<file path="src/rtl/ubdmc_pkg.sv">
/*
 * Constants shared by the user break data mask and control block:
 * register offsets, field positions, reset values and size encodings.
 * Assumes a 32-bit classic Wishbone register bus with byte addresses.
 */
package ubdmc_pkg;

	// ****************************************************************
	// Register map, byte addresses of aligned 32-bit words.
	// ****************************************************************
	localparam logic [7:0] UBDMC_OFF_MASK_B   = 8'h00;
	localparam logic [7:0] UBDMC_OFF_CONTROL  = 8'h04;
	localparam logic [7:0] UBDMC_OFF_INT_STAT = 8'h08;
	localparam logic [7:0] UBDMC_OFF_INT_MASK = 8'h0C;

	// ****************************************************************
	// Break control field positions and reset value.
	// ****************************************************************
	localparam int UBDMC_BIT_FLAG_A  = 15;
	localparam int UBDMC_BIT_FLAG_B  = 14;
	localparam int UBDMC_BIT_AFTER_A = 10;
	localparam int UBDMC_BIT_DATA_EN = 7;
	localparam int UBDMC_BIT_AFTER_B = 6;
	localparam int UBDMC_BIT_CHAIN   = 3;
	localparam logic [15:0] UBDMC_CONTROL_RST = 16'h0000;

	// ****************************************************************
	// Interrupt status and mask layout.
	// ****************************************************************
	localparam int UBDMC_INT_W        = 3;
	localparam int UBDMC_INT_MATCH_A  = 0;
	localparam int UBDMC_INT_MATCH_B  = 1;
	localparam int UBDMC_INT_TRAP     = 2;
	localparam logic [2:0] UBDMC_INT_RST = 3'h0;

	// ****************************************************************
	// Operand size encodings of the bus cycle condition and the bus.
	// ****************************************************************
	localparam logic [1:0] UBDMC_SZ_ANY  = 2'h0;
	localparam logic [1:0] UBDMC_SZ_BYTE = 2'h1;
	localparam logic [1:0] UBDMC_SZ_WORD = 2'h2;
	localparam logic [1:0] UBDMC_SZ_LONG = 2'h3;

endpackage : ubdmc_pkg

</file>
<file path="src/rtl/ubdmc_addr_cmp.sv">
/*
 * Address comparator of one break channel for data and fetch cycles.
 * Assumes the access size of the bus cycle is valid with the address.
 */
`timescale 1ns/1ps
module ubdmc_addr_cmp
	import ubdmc_pkg::*;
(
	input  wire logic [31:0] addr_i,     // Address of the bus cycle.
	input  wire logic [31:0] ref_i,      // Break address of the channel.
	input  wire logic [1:0]  size_sel_i, // Programmed operand size.
	input  wire logic [1:0]  bus_size_i, // Size of the bus cycle.
	output logic             match_o     // Address condition met.
);

	logic [1:0]  eff_size;
	logic [31:0] care;

	// ****************************************************************
	// Low bits dropped according to the operand size.
	// ****************************************************************
	// With no size programmed the cycle's own size picks the bits.
	always_comb begin
		eff_size = (size_sel_i == UBDMC_SZ_ANY) ? bus_size_i : size_sel_i;
		unique case (eff_size)
			UBDMC_SZ_LONG: care = 32'hFFFF_FFFC;
			UBDMC_SZ_WORD: care = 32'hFFFF_FFFE;
			default:       care = 32'hFFFF_FFFF;
		endcase
		match_o = (((addr_i ^ ref_i) & care) == 32'h0000_0000);
	end

endmodule : ubdmc_addr_cmp

</file>
<file path="src/rtl/ubdmc_data_cmp.sv">
/*
 * Masked data comparator of channel B.
 * Assumes software has mirrored byte data into both low bytes.
 */
`timescale 1ns/1ps
module ubdmc_data_cmp
	import ubdmc_pkg::*;
(
	input  wire logic [31:0] data_i,   // Data bus value of the cycle.
	input  wire logic [31:0] value_i,  // Break data of channel B.
	input  wire logic [31:0] mask_i,   // One excludes the bit.
	input  wire logic [1:0]  size_i,   // Programmed operand size.
	output logic             match_o   // Masked data condition met.
);

	logic [31:0] care;

	// ****************************************************************
	// Bitwise masked compare.
	// ****************************************************************
	// Byte and word sizes look at the low half only.
	always_comb begin
		care = ~mask_i;
		if (size_i == UBDMC_SZ_BYTE || size_i == UBDMC_SZ_WORD) begin
			care[31:16] = 16'h0000;
		end
		match_o = (((data_i ^ value_i) & care) == 32'h0000_0000);
	end

endmodule : ubdmc_data_cmp

</file>
<file path="src/rtl/ubdmc_top.sv">
/*
 * User break data mask and break control block with a Wishbone slave.
 * Holds the channel B data mask, the break control register and an
 * interrupt status/mask pair; compares core bus cycles and raises
 * break trap pulses. Assumes the channel address, bus cycle and break
 * data registers sit outside and arrive as plain inputs, and that the
 * core bus inputs are synchronous to clk_i.
 */
`timescale 1ns/1ps
module ubdmc_top
	import ubdmc_pkg::*;
#(
	parameter int DATA_W = 32
) (
	input  wire logic        clk_i,          // System clock, 20 MHz.
	input  wire logic        rst_i,          // Synchronous reset, high.
	input  wire logic        wb_cyc_i,       // Wishbone cycle.
	input  wire logic        wb_stb_i,       // Wishbone strobe.
	input  wire logic        wb_we_i,        // Wishbone write enable.
	input  wire logic [7:0]  wb_adr_i,       // Wishbone byte address.
	input  wire logic [3:0]  wb_sel_i,       // Wishbone byte selects.
	input  wire logic [31:0] wb_dat_i,       // Wishbone write data.
	output logic [31:0]      wb_dat_o,       // Wishbone read data.
	output logic             wb_ack_o,       // Wishbone acknowledge.
	input  wire logic        bus_valid_i,    // Core bus cycle this clock.
	input  wire logic        bus_fetch_i,    // Cycle is a fetch.
	input  wire logic [31:0] bus_addr_i,     // Core bus address.
	input  wire logic [31:0] bus_data_i,     // Core bus data.
	input  wire logic [1:0]  bus_size_i,     // Core bus access size.
	input  wire logic        cond_ok_a_i,    // A cycle/ASID terms met.
	input  wire logic [31:0] break_addr_a_i, // Channel A break address.
	input  wire logic [1:0]  size_sel_a_i,   // Channel A size select.
	input  wire logic        cond_ok_b_i,    // B cycle/ASID terms met.
	input  wire logic [31:0] break_addr_b_i, // Channel B break address.
	input  wire logic [1:0]  size_sel_b_i,   // Channel B size select.
	input  wire logic [31:0] break_data_value_b_i, // Channel B data.
	output logic             break_trap_o,   // Break trap, one pulse.
	output logic             break_after_o,  // Trap is post-execution.
	output logic             irq_o           // Interrupt, level.
);

	// ****************************************************************
	// Elaboration check.
	// ****************************************************************
	generate
		if (DATA_W != 32) begin : g_bad_width
			$error("ubdmc_top serves a 32-bit data bus only");
		end
	endgenerate

	// ****************************************************************
	// State.
	// ****************************************************************
	typedef struct packed {
		logic [31:0]            mask_b;
		logic                   flag_a;
		logic                   flag_b;
		logic                   after_a;
		logic                   data_en;
		logic                   after_b;
		logic                   chain;
		logic                   a_seen;
		logic [UBDMC_INT_W-1:0] int_stat;
		logic [UBDMC_INT_W-1:0] int_mask;
		logic                   ack;
		logic [31:0]            dat;
		logic                   trap;
		logic                   after;
		logic                   irq;
	} ubdmc_state_t;

	ubdmc_state_t state_reg;
	ubdmc_state_t state_next;

	logic addr_match_a;
	logic addr_match_b;
	logic data_match_b;

	// ****************************************************************
	// Comparators.
	// ****************************************************************
	ubdmc_addr_cmp u_addr_a (
		.addr_i     (bus_addr_i),
		.ref_i      (break_addr_a_i),
		.size_sel_i (size_sel_a_i),
		.bus_size_i (bus_size_i),
		.match_o    (addr_match_a)
	);

	ubdmc_addr_cmp u_addr_b (
		.addr_i     (bus_addr_i),
		.ref_i      (break_addr_b_i),
		.size_sel_i (size_sel_b_i),
		.bus_size_i (bus_size_i),
		.match_o    (addr_match_b)
	);

	ubdmc_data_cmp u_data_b (
		.data_i  (bus_data_i),
		.value_i (break_data_value_b_i),
		.mask_i  (state_reg.mask_b),
		.size_i  (size_sel_b_i),
		.match_o (data_match_b)
	);

	// ****************************************************************
	// Helpers.
	// ****************************************************************
	// Merges write data into an old word under the byte selects.
	function automatic logic [31:0] ubdmc_merge(
		input logic [31:0] old_v,
		input logic [31:0] new_v,
		input logic [3:0]  sel
	);
		logic [31:0] res;
		res = old_v;
		for (int i = 0; i < 4; i++) begin
			if (sel[i]) begin
				res[8*i +: 8] = new_v[8*i +: 8];
			end
		end
		return res;
	endfunction : ubdmc_merge

	// Assembles the break control word; unused bits stay zero.
	function automatic logic [15:0] ubdmc_ctrl_word(input ubdmc_state_t s);
		logic [15:0] w;
		w = UBDMC_CONTROL_RST;
		w[UBDMC_BIT_FLAG_A]  = s.flag_a;
		w[UBDMC_BIT_FLAG_B]  = s.flag_b;
		w[UBDMC_BIT_AFTER_A] = s.after_a;
		w[UBDMC_BIT_DATA_EN] = s.data_en;
		w[UBDMC_BIT_AFTER_B] = s.after_b;
		w[UBDMC_BIT_CHAIN]   = s.chain;
		return w;
	endfunction : ubdmc_ctrl_word

	// ****************************************************************
	// Next state.
	// ****************************************************************
	always_comb begin
		logic        req;
		logic        wr;
		logic        raw_a;
		logic        raw_b;
		logic        hit_a;
		logic        hit_b;
		logic [31:0] wv;
		logic [31:0] ctrl_old;
		logic [UBDMC_INT_W-1:0] ev;
		logic [UBDMC_INT_W-1:0] clr;

		state_next = state_reg;
		req = wb_cyc_i && wb_stb_i;
		wr  = req && wb_we_i && state_reg.ack;
		wv  = 32'h0000_0000;
		ctrl_old = {16'h0000, ubdmc_ctrl_word(state_reg)};
		clr = UBDMC_INT_RST;
		ev  = UBDMC_INT_RST;
		{raw_a, raw_b, hit_a, hit_b} = 4'h0;

		// Channel conditions of the current core bus cycle.
		raw_a = bus_valid_i && cond_ok_a_i && addr_match_a;
		raw_b = bus_valid_i && cond_ok_b_i && addr_match_b;
		if (state_reg.data_en) begin
			raw_b = raw_b && !bus_fetch_i && data_match_b;
		end
		// Chained mode ignores A's own flag and a B match that is not
		// strictly later than an earlier A match.
		hit_a = raw_a && !state_reg.chain;
		hit_b = state_reg.chain ? (raw_b && state_reg.a_seen) : raw_b;
		if (state_reg.chain) begin
			state_next.a_seen = (state_reg.a_seen || raw_a) && !hit_b;
		end else begin
			state_next.a_seen = 1'b0;
		end

		// Bus ack one cycle after the request, dropped the cycle after.
		state_next.ack = req && !state_reg.ack;
		state_next.dat = 32'h0000_0000;
		if (req && !state_reg.ack && !wb_we_i) begin
			unique case (wb_adr_i)
				UBDMC_OFF_MASK_B:   state_next.dat = state_reg.mask_b;
				UBDMC_OFF_CONTROL:  state_next.dat = ctrl_old;
				UBDMC_OFF_INT_STAT: state_next.dat[UBDMC_INT_W-1:0] =
					state_reg.int_stat;
				UBDMC_OFF_INT_MASK: state_next.dat[UBDMC_INT_W-1:0] =
					state_reg.int_mask;
				default:            state_next.dat = 32'h0000_0000;
			endcase
		end

		// Register writes take effect at the edge that sees ack high.
		if (wr) begin
			unique case (wb_adr_i)
				UBDMC_OFF_MASK_B: begin
					state_next.mask_b = ubdmc_merge(state_reg.mask_b,
						wb_dat_i, wb_sel_i);
				end
				UBDMC_OFF_CONTROL: begin
					wv = ubdmc_merge(ctrl_old, wb_dat_i, wb_sel_i);
					// A one leaves a flag alone, a zero clears it.
					state_next.flag_a = state_reg.flag_a &&
						wv[UBDMC_BIT_FLAG_A];
					state_next.flag_b = state_reg.flag_b &&
						wv[UBDMC_BIT_FLAG_B];
					state_next.after_a = wv[UBDMC_BIT_AFTER_A];
					state_next.data_en = wv[UBDMC_BIT_DATA_EN];
					state_next.after_b = wv[UBDMC_BIT_AFTER_B];
					state_next.chain   = wv[UBDMC_BIT_CHAIN];
				end
				UBDMC_OFF_INT_STAT: begin
					if (wb_sel_i[0]) begin
						clr = wb_dat_i[UBDMC_INT_W-1:0];
					end
				end
				UBDMC_OFF_INT_MASK: begin
					if (wb_sel_i[0]) begin
						state_next.int_mask = wb_dat_i[UBDMC_INT_W-1:0];
					end
				end
				default: begin
				end
			endcase
		end

		// Hardware sets win over a clear in the same cycle.
		state_next.flag_a = state_next.flag_a || hit_a;
		state_next.flag_b = state_next.flag_b || hit_b;

		// Trap pulse; a data access always breaks after the instruction.
		state_next.trap  = hit_a || hit_b;
		state_next.after = !bus_fetch_i ||
			((!hit_a || state_reg.after_a) &&
			 (!hit_b || state_reg.after_b));

		// Sticky interrupt events, write one to clear, set wins.
		ev[UBDMC_INT_MATCH_A] = hit_a;
		ev[UBDMC_INT_MATCH_B] = hit_b;
		ev[UBDMC_INT_TRAP]    = hit_a || hit_b;
		state_next.int_stat = (state_reg.int_stat & ~clr) | ev;

		// Reset clears control state but leaves the data mask alone.
		if (rst_i) begin
			state_next.flag_a   = UBDMC_CONTROL_RST[UBDMC_BIT_FLAG_A];
			state_next.flag_b   = UBDMC_CONTROL_RST[UBDMC_BIT_FLAG_B];
			state_next.after_a  = UBDMC_CONTROL_RST[UBDMC_BIT_AFTER_A];
			state_next.data_en  = UBDMC_CONTROL_RST[UBDMC_BIT_DATA_EN];
			state_next.after_b  = UBDMC_CONTROL_RST[UBDMC_BIT_AFTER_B];
			state_next.chain    = UBDMC_CONTROL_RST[UBDMC_BIT_CHAIN];
			state_next.a_seen   = 1'b0;
			state_next.int_stat = UBDMC_INT_RST;
			state_next.int_mask = UBDMC_INT_RST;
			state_next.ack      = 1'b0;
			state_next.dat      = 32'h0000_0000;
			state_next.trap     = 1'b0;
			state_next.after    = 1'b0;
		end

		// Interrupt follows the status that will be stored.
		state_next.irq = |(state_next.int_stat & state_next.int_mask);
	end

	// ****************************************************************
	// State register.
	// ****************************************************************
	always_ff @(posedge clk_i) begin
		state_reg <= state_next;
	end

	// ****************************************************************
	// Outputs, straight from the state flip-flops.
	// ****************************************************************
	assign wb_dat_o      = state_reg.dat;
	assign wb_ack_o      = state_reg.ack;
	assign break_trap_o  = state_reg.trap;
	assign break_after_o = state_reg.after;
	assign irq_o         = state_reg.irq;

endmodule : ubdmc_top

</file>
<file path="config.mk">
export PLATFORM = sky130hd
export DESIGN_NAME = ubdmc_top
export DESIGN_NICKNAME = d
export VERILOG_FILES = /design/src/rtl/ubdmc_pkg.sv /design/src/rtl/ubdmc_addr_cmp.sv /design/src/rtl/ubdmc_data_cmp.sv /design/src/rtl/ubdmc_top.sv
export SDC_FILE = /design/constraint.sdc
export NUM_CORES = 1
export LEC_CHECK = 0
export BUFFER_PORTS_ARGS = -buffer_cell sky130_fd_sc_hd__buf_2
export CAP_MARGIN = 20
export CELL_PAD_IN_SITES_DETAIL_PLACEMENT = 0
export CELL_PAD_IN_SITES_GLOBAL_PLACEMENT = 1
export CORE_ASPECT_RATIO = 0.8
export CORE_UTILIZATION = 35
export CTS_BUF_LIST = sky130_fd_sc_hd__clkbuf_4
export DETAILED_ROUTE_END_ITERATION = 10
export PLACE_DENSITY = 0.95
export REMOVE_ABC_BUFFERS = 1
export SYNTH_ARGS = -nofsm -noshare
export SYNTH_HDL_FRONTEND = slang
export SYNTH_SLANG_ARGS = --single-unit
</file>
<file path="constraint.sdc">
create_clock -name clk_i -period 4.45 [get_ports clk_i]
set_clock_uncertainty 0.2 [all_clocks]
set_input_delay 0.6675 -clock clk_i [delete_from_list [all_inputs] [get_ports clk_i]]
set_output_delay 0.6675 -clock clk_i [all_outputs]
set_load 0.005 [all_outputs]
</file>
# [After elaboration in Yosys (flattened, before gate mapping)]
# Index checks and enable logic that the tools add are counted.
[totals] ff_bits=81 latch_bits=0 ram_bits=0 romBits=0 inputBits=219 output_inout_bits=36 elab_cells=110 mem_count=0
[classes] add_sub_neg=0 n_mul=0 n_div=0 n_lt_le_gt_ge=0 n_eq_ne=10 shifts=0 n_mux=23 bitwise=13 n_reduce_logical=46
[ops] op="$and 32x32->32" count=3
[ops] op="$logic_not 32->1" count=3
[ops] op="$xor 32x32->32" count=3
[ops] op="$pmux 29 s2" count=1
[ops] op="$mux 41" count=1
[ops] op="$mux 32" count=1
[ops] op="$mux 8" count=4
[ops] op="$not 32->32" count=1
[ops] op="$mux 3" count=6
[ops] op="$reduce_and 3->1" count=6
[ops] op="$logic_and 1x1->1" count=17
[ops] op="$eq 8x4->1 const B" count=2
[ops] op="$mux 16" count=1
[ops] op="$mux 6" count=2
[ops] op="$eq 2x2->1 const B" count=5
[ops] op="$pmux 3 s3" count=1
[ops] op="$eq 8x3->1 const B" count=1
[ops] op="$logic_not 8->1" count=1
[ops] op="$logic_or 1x1->1" count=8
[ops] op="$pmux 2 s2" count=2
[ops] op="$and 3x3->3" count=2
[ops] op="$logic_not 1->1" count=6
[ops] op="$logic_not 2->1" count=2
[ops] op="$mux 2" count=2
[ops] op="8 further kinds" count=11

# [Longest topological paths before layout]
# Gate-level depths: netlist (run 1).
[depth] word_depth=19 depth_mapped=9

# [Cells and area by module]
# From an unflattened synthesis (run 1), not the netlist that was laid out.
[unflattened] cells_unflattened=386 hier_area_um2=4242.8
[by_module_without_submodules] mod="ubdmc_top" n_inst=1 cells_per_inst=236 area_per_inst_um2=3005.4 seq_area_each_um2=1941.9
[by_module_without_submodules] mod="ubdmc_addr_cmp" n_inst=2 cells_per_inst=47 area_per_inst_um2=405.4 seq_area_each_um2=0.0
[by_module_without_submodules] mod="ubdmc_data_cmp" n_inst=1 cells_per_inst=56 area_per_inst_um2=426.7 seq_area_each_um2=0.0

# [Least setup slack after synthesis (run 1)]
# OpenSTA, ideal clock, no wires.
[synth_timing] kind="in2reg" startpoint="input port wb_adr_i[2]" endpoint="register state_reg[49] in the netlist's numbering, enable pin" arrival_ns=2.046 setup_slack_ns=1.809 cell_stages=3 n_path_buf=2 cell_sequence="clkbuf_1 > buf_1 > nor4_1"
[synth_between] elab_chain_cells=2
[synth_lines] element="start: declaration" line="ubdmc_top.sv:20" text="input wire logic [7:0] wb_adr_i,"
[synth_lines] element="$logic_not 8->1" line="ubdmc_top.sv:195" text="unique case (wb_adr_i)"
[synth_lines] element="$reduce_and 3->1 (no source line)"
[synth_lines] element="end signal: assignment" line="ubdmc_top.sv:268" text="state_reg <= state_next;"
[synth_lines] element="end: declaration" line="ubdmc_top.sv:72" text="ubdmc_state_t state_reg;"
# No other way between the ends.
# A chain may end at the register's enable or synchronous reset.

# [Worst setup path in the final report (run 1)]
[layout_timing] startpoint="input port break_data_value_b_i[9]" endpoint="register state_reg, in the netlist break_after_o"
[layout_between] elab_chain_cells=11
[layout_lines] element="start: declaration" line="ubdmc_top.sv:36" text="input wire logic [31:0] break_data_value_b_i,"
[layout_lines] element="$xor 32x32->32 (*)" line="ubdmc_data_cmp.sv:27" text="match_o = (((data_i ^ value_i) & care) == 32'h0000_0000);"
[layout_lines] element="$and 32x32->32 (*)" line="ubdmc_data_cmp.sv:27"
[layout_lines] element="$logic_not 32->1 (*)" line="ubdmc_data_cmp.sv:27"
[layout_lines] element="$logic_and 1x1->1 (*)" line="ubdmc_top.sv:166" text="raw_b = raw_b && !bus_fetch_i && data_match_b;"
[layout_lines] element="$mux 1 (*)" line="ubdmc_top.sv:165" text="if (state_reg.data_en) begin"
[layout_lines] element="$logic_and 1x1->1" line="ubdmc_top.sv:171" text="hit_b = state_reg.chain ? (raw_b && state_reg.a_seen) : raw_b;"
[layout_lines] element="$mux 1 (*)" line="ubdmc_top.sv:171"
[layout_lines] element="$logic_not 1->1 (*)" line="ubdmc_top.sv:235" text="(!hit_b || state_reg.after_b));"
[layout_lines] element="$logic_or 1x1->1 (*)" line="ubdmc_top.sv:235"
[layout_lines] element="$logic_and 1x1->1 (*)" line="ubdmc_top.sv:234" text="((!hit_a || state_reg.after_a) &&"
[layout_lines] element="$logic_or 1x1->1 (*)" line="ubdmc_top.sv:233" text="state_next.after = !bus_fetch_i ||"
# Mark *: on every way between the ends. The rest lies on a longest branch, timed or not.

==> results of run 1 <==
[synthesized netlist by cell type, types with 3 or more instances]
master    instances  area, µm²
a21oi_1           9       45.0
and2_1           26        163
buf_4            32        240
clkbuf_1          4       15.0
dfxtp_1          49        981
edfxtp_1         32        961
inv_1             8       30.0
inv_2             3       11.3
mux2i_1          15        150
nand2_1          16       60.1
nand3_1           3       15.0
nand4_1           9       56.3
nor2_1           34        128
nor3_1            4       20.0
nor4_1           16        100
nor4_2            5       62.6
o22ai_1          15       93.8
xnor2_1          61        534
xor2_1           34        298
[final timing paths]
path                            from             to  slack, ns
max reg2reg            state_reg[50]  break_after_o       2.09
min reg2reg                 wb_ack_o       wb_ack_o       0.27
max          break_data_value_b_i[9]  break_after_o       1.93
min                     wb_dat_i[19]  state_reg[68]       0.22
[layout by cell type (no fill, tap or decap), types with 2 or more instances in the layout]
cell type | netlist | final
nor4_4 | 2 | 2
clkbuf_4 | 0 | 10
nand4_1 | 9 | 9
mux2i_1 | 15 | 15
o311ai_1 | 2 | 2
xnor2_1 | 61 | 61
nor3_1 | 4 | 4
inv_2 | 3 | 3
and2_1 | 26 | 26
dfxtp_1 | 49 | 49
nand2b_1 | 2 | 2
buf_2 | 0 | 254
nand3_1 | 3 | 3
and3_1 | 2 | 2
o22ai_1 | 15 | 15
clkinv_2 | 0 | 3
edfxtp_1 | 32 | 32
nor4_2 | 5 | 6
nand2_1 | 16 | 16
a21oi_1 | 9 | 9
nor2_1 | 34 | 34
xor2_1 | 34 | 34
o21ai_0 | 2 | 2
inv_1 | 8 | 8
nor4_1 | 16 | 15
[layer usage]
metal	vias up	wire (µm)	share of wire	GRT usage
li1	1861	-	-	-
met1	1714	5490	0.44	0.251
met2	159	5980	0.48	0.326
met3	10	877	0.070	0.0454
met4	0	138	0.011	0.0519
met5	-	0	0	0
[metrics by stage]
stage / total power (W) / hold slack [ns] / setup slack, ns
2_1_floorplan: 0.000896 / 0.247 / 1.81
3_3_place_gp: 0.00105 / 0.247 / 1.37
3_5_place_dp: 0.00105 / 0.255 / 1.35
4_1_cts: 0.00141 / 0.166 / 1.84
5_1_grt: 0.00147 / 0.170 / 1.76
6_report: 0.00139 / 0.223 / 1.93
[power breakdown]
group / switching (W) / total (W) / internal, W
Combinational: 0.000124 / 0.000262 / 0.000138
Sequential: 0.000000409 / 0.000771 / 0.000770
Clock: 0.000239 / 0.000357 / 0.000117
[worst register-to-register path, stage by stage, from the launching register on]
cell and delay [ns]:
edfxtp_1 0.41, o22ai_1 0.09, nor4_1 0.49, a31oi_1 0.27
nor4_2 0.51, a22o_1 0.21, a21oi_1 0.06
[cell type report]
cell class                      instances  area [µm²]
Fill cell                            1136        6130
Multi-Input combinational cell        280        2060
Sequential cell                        81        1940
Timing Repair Buffer                  254        1270
Tap cell                              148         185
Clock buffer                           10        75.1
Inverter                               11        41.3
Clock inverter                          6        35.0
[kinds of logic (layout without fill, tap and decap cells)]
logic type,count (synthesis),after routing,share of synthesized area
simple gates,127,127,0.178
mux,15,15,0.0349
flops,81,81,0.451
compound gates,41,41,0.0642
xor+xnor,96,96,0.197
fa+ha+maj,1,1,0.00291
buf+inv,49,281,0.0724
==> results_dict.tcl, run 1 <==
set metrics [dict create \
    period_needed_ns 2.52 \
    maxCapViolCount 0 \
    peakVddDrop_v 0.000113 \
    start_kind "input port" \
    async_flop_share 0 \
    path_buf_inv 1 \
    timing.fmax_mhz 398 \
    grt_start_max_net_pins 24 \
    grt-ovfl-total 0 \
    setup_violations 0 \
    clock_latency_ns 0.41 \
    critPathMaxFanout 3 \
    cts_tree "built" \
    io_buffer_count 254 \
    hold_path_class "in2reg" \
    outcome "complete, no violations" \
    max_slew.worst_pin.slew_ns 0.989 \
    drt_wl_total_um 12500 \
    syn-mean-instance-area_um2 10.5 \
    drt-pass1-iter-count 4 \
    whs_path_depth 1 \
    synth_flop_cell "dfxtp_1" \
    finish.utilization 0.478 \
    dr_total_vias 3744 \
    cts_resized 0 \
    period_share 0.565 \
    routabilityCongestion 0.964 \
    cts_buffer_depth 2 \
    postCtsSetupBuffers 0 \
    critical_path_required_ns 4.55 \
    p_per_area_nw_per_um2 248 \
    slew-limit-headroom 0.335 \
    crit_type "in2reg" \
    numCtsBuffers 9 \
    r2r_cells 6 \
    rows 35 \
    ctsRootBufferMaster "clkbuf_4" \
    die_y_um 101 \
    fp.coreArea_um2 11700 \
    antenna_found_initial 0 \
    p_leak_nw 2.49 \
    fp.dieW_um 126 \
    nets 857 \
    grtUsageTotal 0.193 \
    layout.cells.non_filler 790 \
    synth_edf_count 32 \
    clkSlewWorstSetupHoldPaths_ns 0.12 \
    ys_seq_area_frac 0.451 \
    netlist_instances 410 \
    postPlaceCellArea_um2 5500 \
    clock_sinks 81 \
    synth_seq_cells 81 \
    syn-cell-area_um2 4310 \
    drive_gt1_frac 0.445 \
    die_area_um2 12800 \
    holdBufCountCts 0 \
    largest_reg_flops 45 \
    tns_ns 0 \
    drt_iter0_drc 129 \
    diodes 0 \
    cts_max_level 3 \
    synthToLayoutAreaGrowth_pct 30.3 \
    drcViolationCount 0 \
    hpwl_um 10700 \
    finish.instance_area_um2 5610 \
    drv_slew 0 \
    pin_count 255 \
    cpPeakStageDelay_ns 0.51 \
    grt_pass1_wl_um 18700 \
    path_cells "buf_2 -> xnor2_1 -> o22ai_1 -> nor4_1 -> a31oi_1 -> nor4_2 -> a22o_1 -> a21oi_1" \
    viasPerCell 4.74 \
    finalHoldViolations 0 \
    yosysUniqueCellTypes 49 \
    wire_per_inst_um 15.8 \
    endpoint_kind "register" \
    dp_cells 774 \
    critPathSlowestCell "nor4_2" \
    grt_pass1_vias 3727 \
    start_util 0.367 \
    rsz0062_at_grt "false" \
    cp.depth 8 \
    ant_nets 0 \
    crit_family "simple AND/OR/NAND/NOR gates" \
    crit_arrival_ns 2.61 \
    yosysWarnings 0 \
]
Power figures use the tool's default switching activity.
==> run 2: changes to the inputs <==
--- a/config.mk
+++ b/config.mk
@@ -10,10 +10,10 @@
 export CELL_PAD_IN_SITES_DETAIL_PLACEMENT = 0
 export CELL_PAD_IN_SITES_GLOBAL_PLACEMENT = 1
 export CORE_ASPECT_RATIO = 0.8
-export CORE_UTILIZATION = 35
+export CORE_UTILIZATION = 29
 export CTS_BUF_LIST = sky130_fd_sc_hd__clkbuf_4
 export DETAILED_ROUTE_END_ITERATION = 10
-export PLACE_DENSITY = 0.95
+export PLACE_DENSITY = 0.85
 export REMOVE_ABC_BUFFERS = 1
 export SYNTH_ARGS = -nofsm -noshare
 export SYNTH_HDL_FRONTEND = slang
==> constraint.sdc (replaced) <==
create_clock -name clk_i -period 2.2 [get_ports clk_i]
set_clock_uncertainty 0.2 [all_clocks]
set_input_delay 0.33 -clock clk_i [delete_from_list [all_inputs] [get_ports clk_i]]
set_output_delay 0.33 -clock clk_i [all_outputs]
set_load 0.005 [all_outputs]
==> run 2 against run 1 <==
The flow now finishes with violations (design-rule violations); highest routed layer unchanged; largest cell class unchanged; final cell count increased by 13%; die area is 20% higher; wire length up 2.9%; critical path depth rose by 2; register-to-register slack got worse by 2.0 ns; first-iteration DRC count grew 35%; sequential share of layout area is 4.1 points lower; design area increased by 13%; non-clock buffer count rose by 66; worst hold slack worse by 0.15 ns; clock-buffer cell count did not move; clock power rose to 2.7 times the previous value.
==> results_dict.tcl, run 2 (synthesis results as in run 1) <==
set metrics [dict create \
    final.setup.worst_slack_ns 0.0598 \
    grt_pass1_vias 3911 \
    drcViolationCount 30 \
    drive_gt1_frac 0.452 \
    slew-limit-headroom 0.650 \
    dp_cells 841 \
    viasPerCell 4.34 \
    dr_total_vias 3871 \
    layout.cells.non_filler 892 \
    wire_per_inst_um 14.4 \
    peakVddDrop_v 0.000341 \
    grtUsageTotal 0.169 \
    final_common_cell "buf_2" \
    drt-pass1-iter-count 8 \
    largest_reg_flops 45 \
    synthToLayoutAreaGrowth_pct 47.7 \
    ant_nets 0 \
    place_ws_ns -0.348 \
    start_util 0.299 \
    antenna_found_initial 0 \
    cts_max_level 3 \
    crit_arrival_ns 2.26 \
    whs_ns 0.0770 \
    ctsRootBufferMaster "clkbuf_4" \
    die_y_um 111 \
    crit_type "in2reg" \
    period_share 0.973 \
    routabilityCongestion 0.809 \
    critPathMaxFanout 4 \
    period_needed_ns 2.14 \
    p_leak_nw 2.82 \
    timing.fmax_mhz 467 \
    pin_count 255 \
    numCtsBuffers 9 \
    hold_path_class "in2reg" \
    io_buffer_count 254 \
    grt_pass1_wl_um 19700 \
    whs_path_depth 4 \
    diodes 0 \
    failed_checks "design-rule violations" \
    drt_wl_total_um 12900 \
    fp.coreArea_um2 14400 \
    start_kind "input port" \
    clock_sinks 81 \
    grt-ovfl-total 0 \
    finalHoldViolations 0 \
    grt_start_max_net_pins 24 \
    clkSlewWorstSetupHoldPaths_ns 0.12 \
    rows 39 \
    hpwl_um 10700 \
    endpoint_kind "register" \
    max_slew.worst_pin.slew_ns 0.520 \
    cts_tree "built" \
    clock_latency_ns 0.44 \
    outcome "finished with violations" \
    cts_buffer_depth 2 \
    fp.dieW_um 138 \
    critical_path_required_ns 2.32 \
    drt_iter0_drc 174 \
    tns_ns 0 \
    p_per_area_nw_per_um2 494 \
    nets 923 \
    r2r_cells 7 \
    die_area_um2 15300 \
    setup_violations 0 \
    drv_slew 0 \
    most-common-layout-cells "254 x buf_2, 61 x xnor2_1, 49 x dfxtp_1, 35 x dlygate4sd3_1" \
    postCtsSetupBuffers 0 \
    maxCapViolCount 0 \
]
==> run 2: layout make-up <==
class	instances	area, µm²
timing repair buffer	320	1900
clock buffer	10	75.1
clock inverter	6	82.6
inverter	11	41.3
tap	184	230
fill	1397	8040
sequential	81	1940
multi-input combinational	280	2080
==> run 2: through the flow <==
step,utilization,instance area [µm²],total power (W)
final,0.442,6360,0.00314
after global routing,0.442,6360,0.00330
after CTS,0.440,6340,0.00317
after detailed placement,0.405,5830,0.00215
after global placement,0.405,5830,0.00214
after floorplan,-,4040,0.00181
==> run 2: power breakdown <==
part | switching, W | internal (W) | total [W] | leakage, nW
clock network | 0.000506 | 0.000466 | 0.000972 | 0.0777
registers | 0.000000909 | 0.00156 | 0.00156 | 0.682
logic | 0.000265 | 0.000343 | 0.000609 | 2.06
total | 0.000773 | 0.00237 | 0.00314 | 2.82
==> run 2: critical path, stage by stage <==
cell,delay [ns]
dlygate4sd3_1,0.52
buf_2,0.10
and4_1,0.22
nand2_1,0.19
nor4_2,0.26
buf_4,0.16
nand2_1,0.05
a21oi_1,0.17
nand2b_1,0.15
o311ai_1,0.10
==> run 2: routing by layer <==
layer  part of all wire  up-vias  track usage
li1                   -     1985            -
met1               0.45     1742        0.214
met2               0.48      133        0.287
met3              0.064       11       0.0475
met4             0.0078        0       0.0330
met5                  0        -            0
==> run 2: worst paths after layout <==
check / start / to / slack (ns)
setup reg to reg: state_reg[50] / irq_o / 0.13
setup / recovery: wb_stb_i / irq_o / 0.06
hold reg to reg: state_reg[58] / wb_dat_o[9] / 0.27
hold / removal: wb_adr_i[0] / wb_dat_o[2] / 0.08
==> run 2: what timing repair did <==
item,4_1_cts,5_1_grt
hold endpoints to repair,41,0
endpoints found under the setup margin,3,3
hold buffers,35,0
pin swaps,1,1
resized for setup,1,3
==> run 3: changes to the inputs <==
--- a/config.mk
+++ b/config.mk
@@ -15,6 +15,7 @@
 export DETAILED_ROUTE_END_ITERATION = 10
 export PLACE_DENSITY = 0.85
 export REMOVE_ABC_BUFFERS = 1
+export SETUP_SLACK_MARGIN = 0.2
 export SYNTH_ARGS = -nofsm -noshare
 export SYNTH_HDL_FRONTEND = slang
 export SYNTH_SLANG_ARGS = --single-unit
==> run 3 against run 2 <==
The flow still finishes with violations (design-rule violations); fmax grew 6.6%; wire length is 1.0% higher; power up 0.28%; critical path type is now reg2reg; highest routed layer unchanged.
==> results_dict.tcl, run 3 (synthesis results as in run 1) <==
set metrics [dict create \
    die_y_um 111 \
    slew-limit-headroom 0.676 \
    period_needed_ns 2.01 \
    fp.dieW_um 138 \
    dr_total_vias 3873 \
    clock_sinks 81 \
    drt_wl_total_um 13000 \
    r2r_start "state_reg[43]" \
    rows 39 \
    peakVddDrop_v 0.000340 \
    setup_violations 0 \
    max_slew.worst_pin.slew_ns 0.482 \
    nets 927 \
    crit_type "reg2reg" \
    p_per_area_nw_per_um2 488 \
    drt-pass1-iter-count 8 \
    tns_ns 0 \
    final_common_cell "buf_2" \
    largest_reg_flops 45 \
    clkSlewWorstSetupHoldPaths_ns 0.13 \
    start_util 0.299 \
    die_area_um2 15300 \
    r2r-end "irq_o" \
    drt_iter0_drc 147 \
    postPlaceCellArea_um2 5830 \
    crit_end "irq_o" \
    hold_path_class "in2reg" \
    fp.coreArea_um2 14400 \
    critPathLaunch "state_reg[43]" \
    finish.utilization 0.448 \
    p_leak_nw 2.85 \
    outcome "finished with violations" \
    io_buffer_count 254 \
    routabilityCongestion 0.809 \
    numCtsBuffers 9 \
    cpPeakStageDelay_ns 0.57 \
    endpoint_kind "register" \
    most-common-layout-cells "254 x buf_2, 61 x xnor2_1, 48 x dfxtp_1, 35 x dlygate4sd3_1" \
    antenna_found_initial 0 \
    hpwl_um 10700 \
    synthToLayoutAreaGrowth_pct 49.9 \
    cts_max_level 3 \
    maxCapViolCount 0 \
    cts_buffer_depth 2 \
    critical_path_required_ns 2.35 \
    failed_checks "design-rule violations" \
    grt-ovfl-total 0 \
    finalHoldViolations 0 \
    diodes 0 \
    finish.instance_area_um2 6450 \
    whs_ns 0.0820 \
    crit_arrival_ns 2.15 \
    start_kind "register" \
    r2r_cells 6 \
    viasPerCell 4.32 \
    period_share 0.913 \
    ant_nets 0 \
    path_cells "inv_2 -> o211ai_1 -> or4b_4 -> nor4_4 -> a21oi_2 -> o311ai_1" \
    drv_slew 0 \
    cts_tree "built" \
    wire_per_inst_um 14.5 \
    grt_pass1_wl_um 19900 \
    ctsRootBufferMaster "clkbuf_4" \
    rrSetupSlack_ns 0.19 \
    critPathMaxFanout 2 \
    grtUsageTotal 0.171 \
    grt_start_max_net_pins 24 \
    grt_pass1_vias 3938 \
    timing.fmax_mhz 498 \
    pin_count 255 \
    critPathSlowestCell "or4b_4" \
    clock_latency_ns 0.43 \
    rsz0062_at_grt "true" \
    power_w 0.00315 \
    whs_path_depth 4 \
    drcViolationCount 30 \
    drive_gt1_frac 0.468 \
]
run 3: layout make-up:
class | instances | area, µm²
multi-input combinational | 280 | 2140
clock buffer | 10 | 75.1
timing repair buffer | 324 | 1930
clock inverter | 6 | 82.6
inverter | 11 | 41.3
tap | 184 | 230
sequential | 81 | 1950
fill | 1392 | 7940
run 3: worst min path at each step:
stage                  startpoint       endpoint
detailed placement  state_reg[58]    wb_dat_o[9]
finish                wb_adr_i[0]    wb_dat_o[2]
global placement    state_reg[74]   wb_dat_o[25]
CTS                   wb_adr_i[0]    wb_dat_o[2]
floorplan                   rst_i  break_after_o
global route                rst_i  state_reg[47]
run 3: routing by layer:
layer | track usage | up-vias | routed length, µm
li1 | - | 1990 | -
met4 | 0.0330 | 0 | 66
met3 | 0.0479 | 6 | 819
met5 | 0 | - | 0
met1 | 0.214 | 1743 | 5800
met2 | 0.293 | 134 | 6300
run 3: metrics by stage:
stage | instances | setup WS [ns]
3_3_place_gp | 841 | -0.330
4_1_cts | 895 | 0.176
3_5_place_dp | 841 | -0.348
2_1_floorplan | 372 | -0.100
5_1_grt | 896 | 0.0449
6_report | 896 | 0.192
run 3: repair_timing:
item / in CTS / in global routing
setup buffers: 3 / 1
resized for setup: 10 / 7
endpoints found under the hold margin: 41 / 0
hold buffers: 35 / 0
setup endpoints to repair: 6 / 6
pin swaps: 7 / 7
run 3: where the power goes:
group          leakage [nW]  total (W)  switching [W]  internal (W)
Combinational          2.09   0.000621       0.000273      0.000348
Clock                0.0777   0.000970       0.000504      0.000466
Sequential            0.683    0.00156    0.000000985       0.00156
run 3: critical path, delay by kind of cell (launching register included):
family,cells,cell delay [ns]
and+or+nand+nor,2,0.91
DFF,1,0.38
AOI/OAI and AO/OA,3,0.38
buffers and inverters,1,0.05
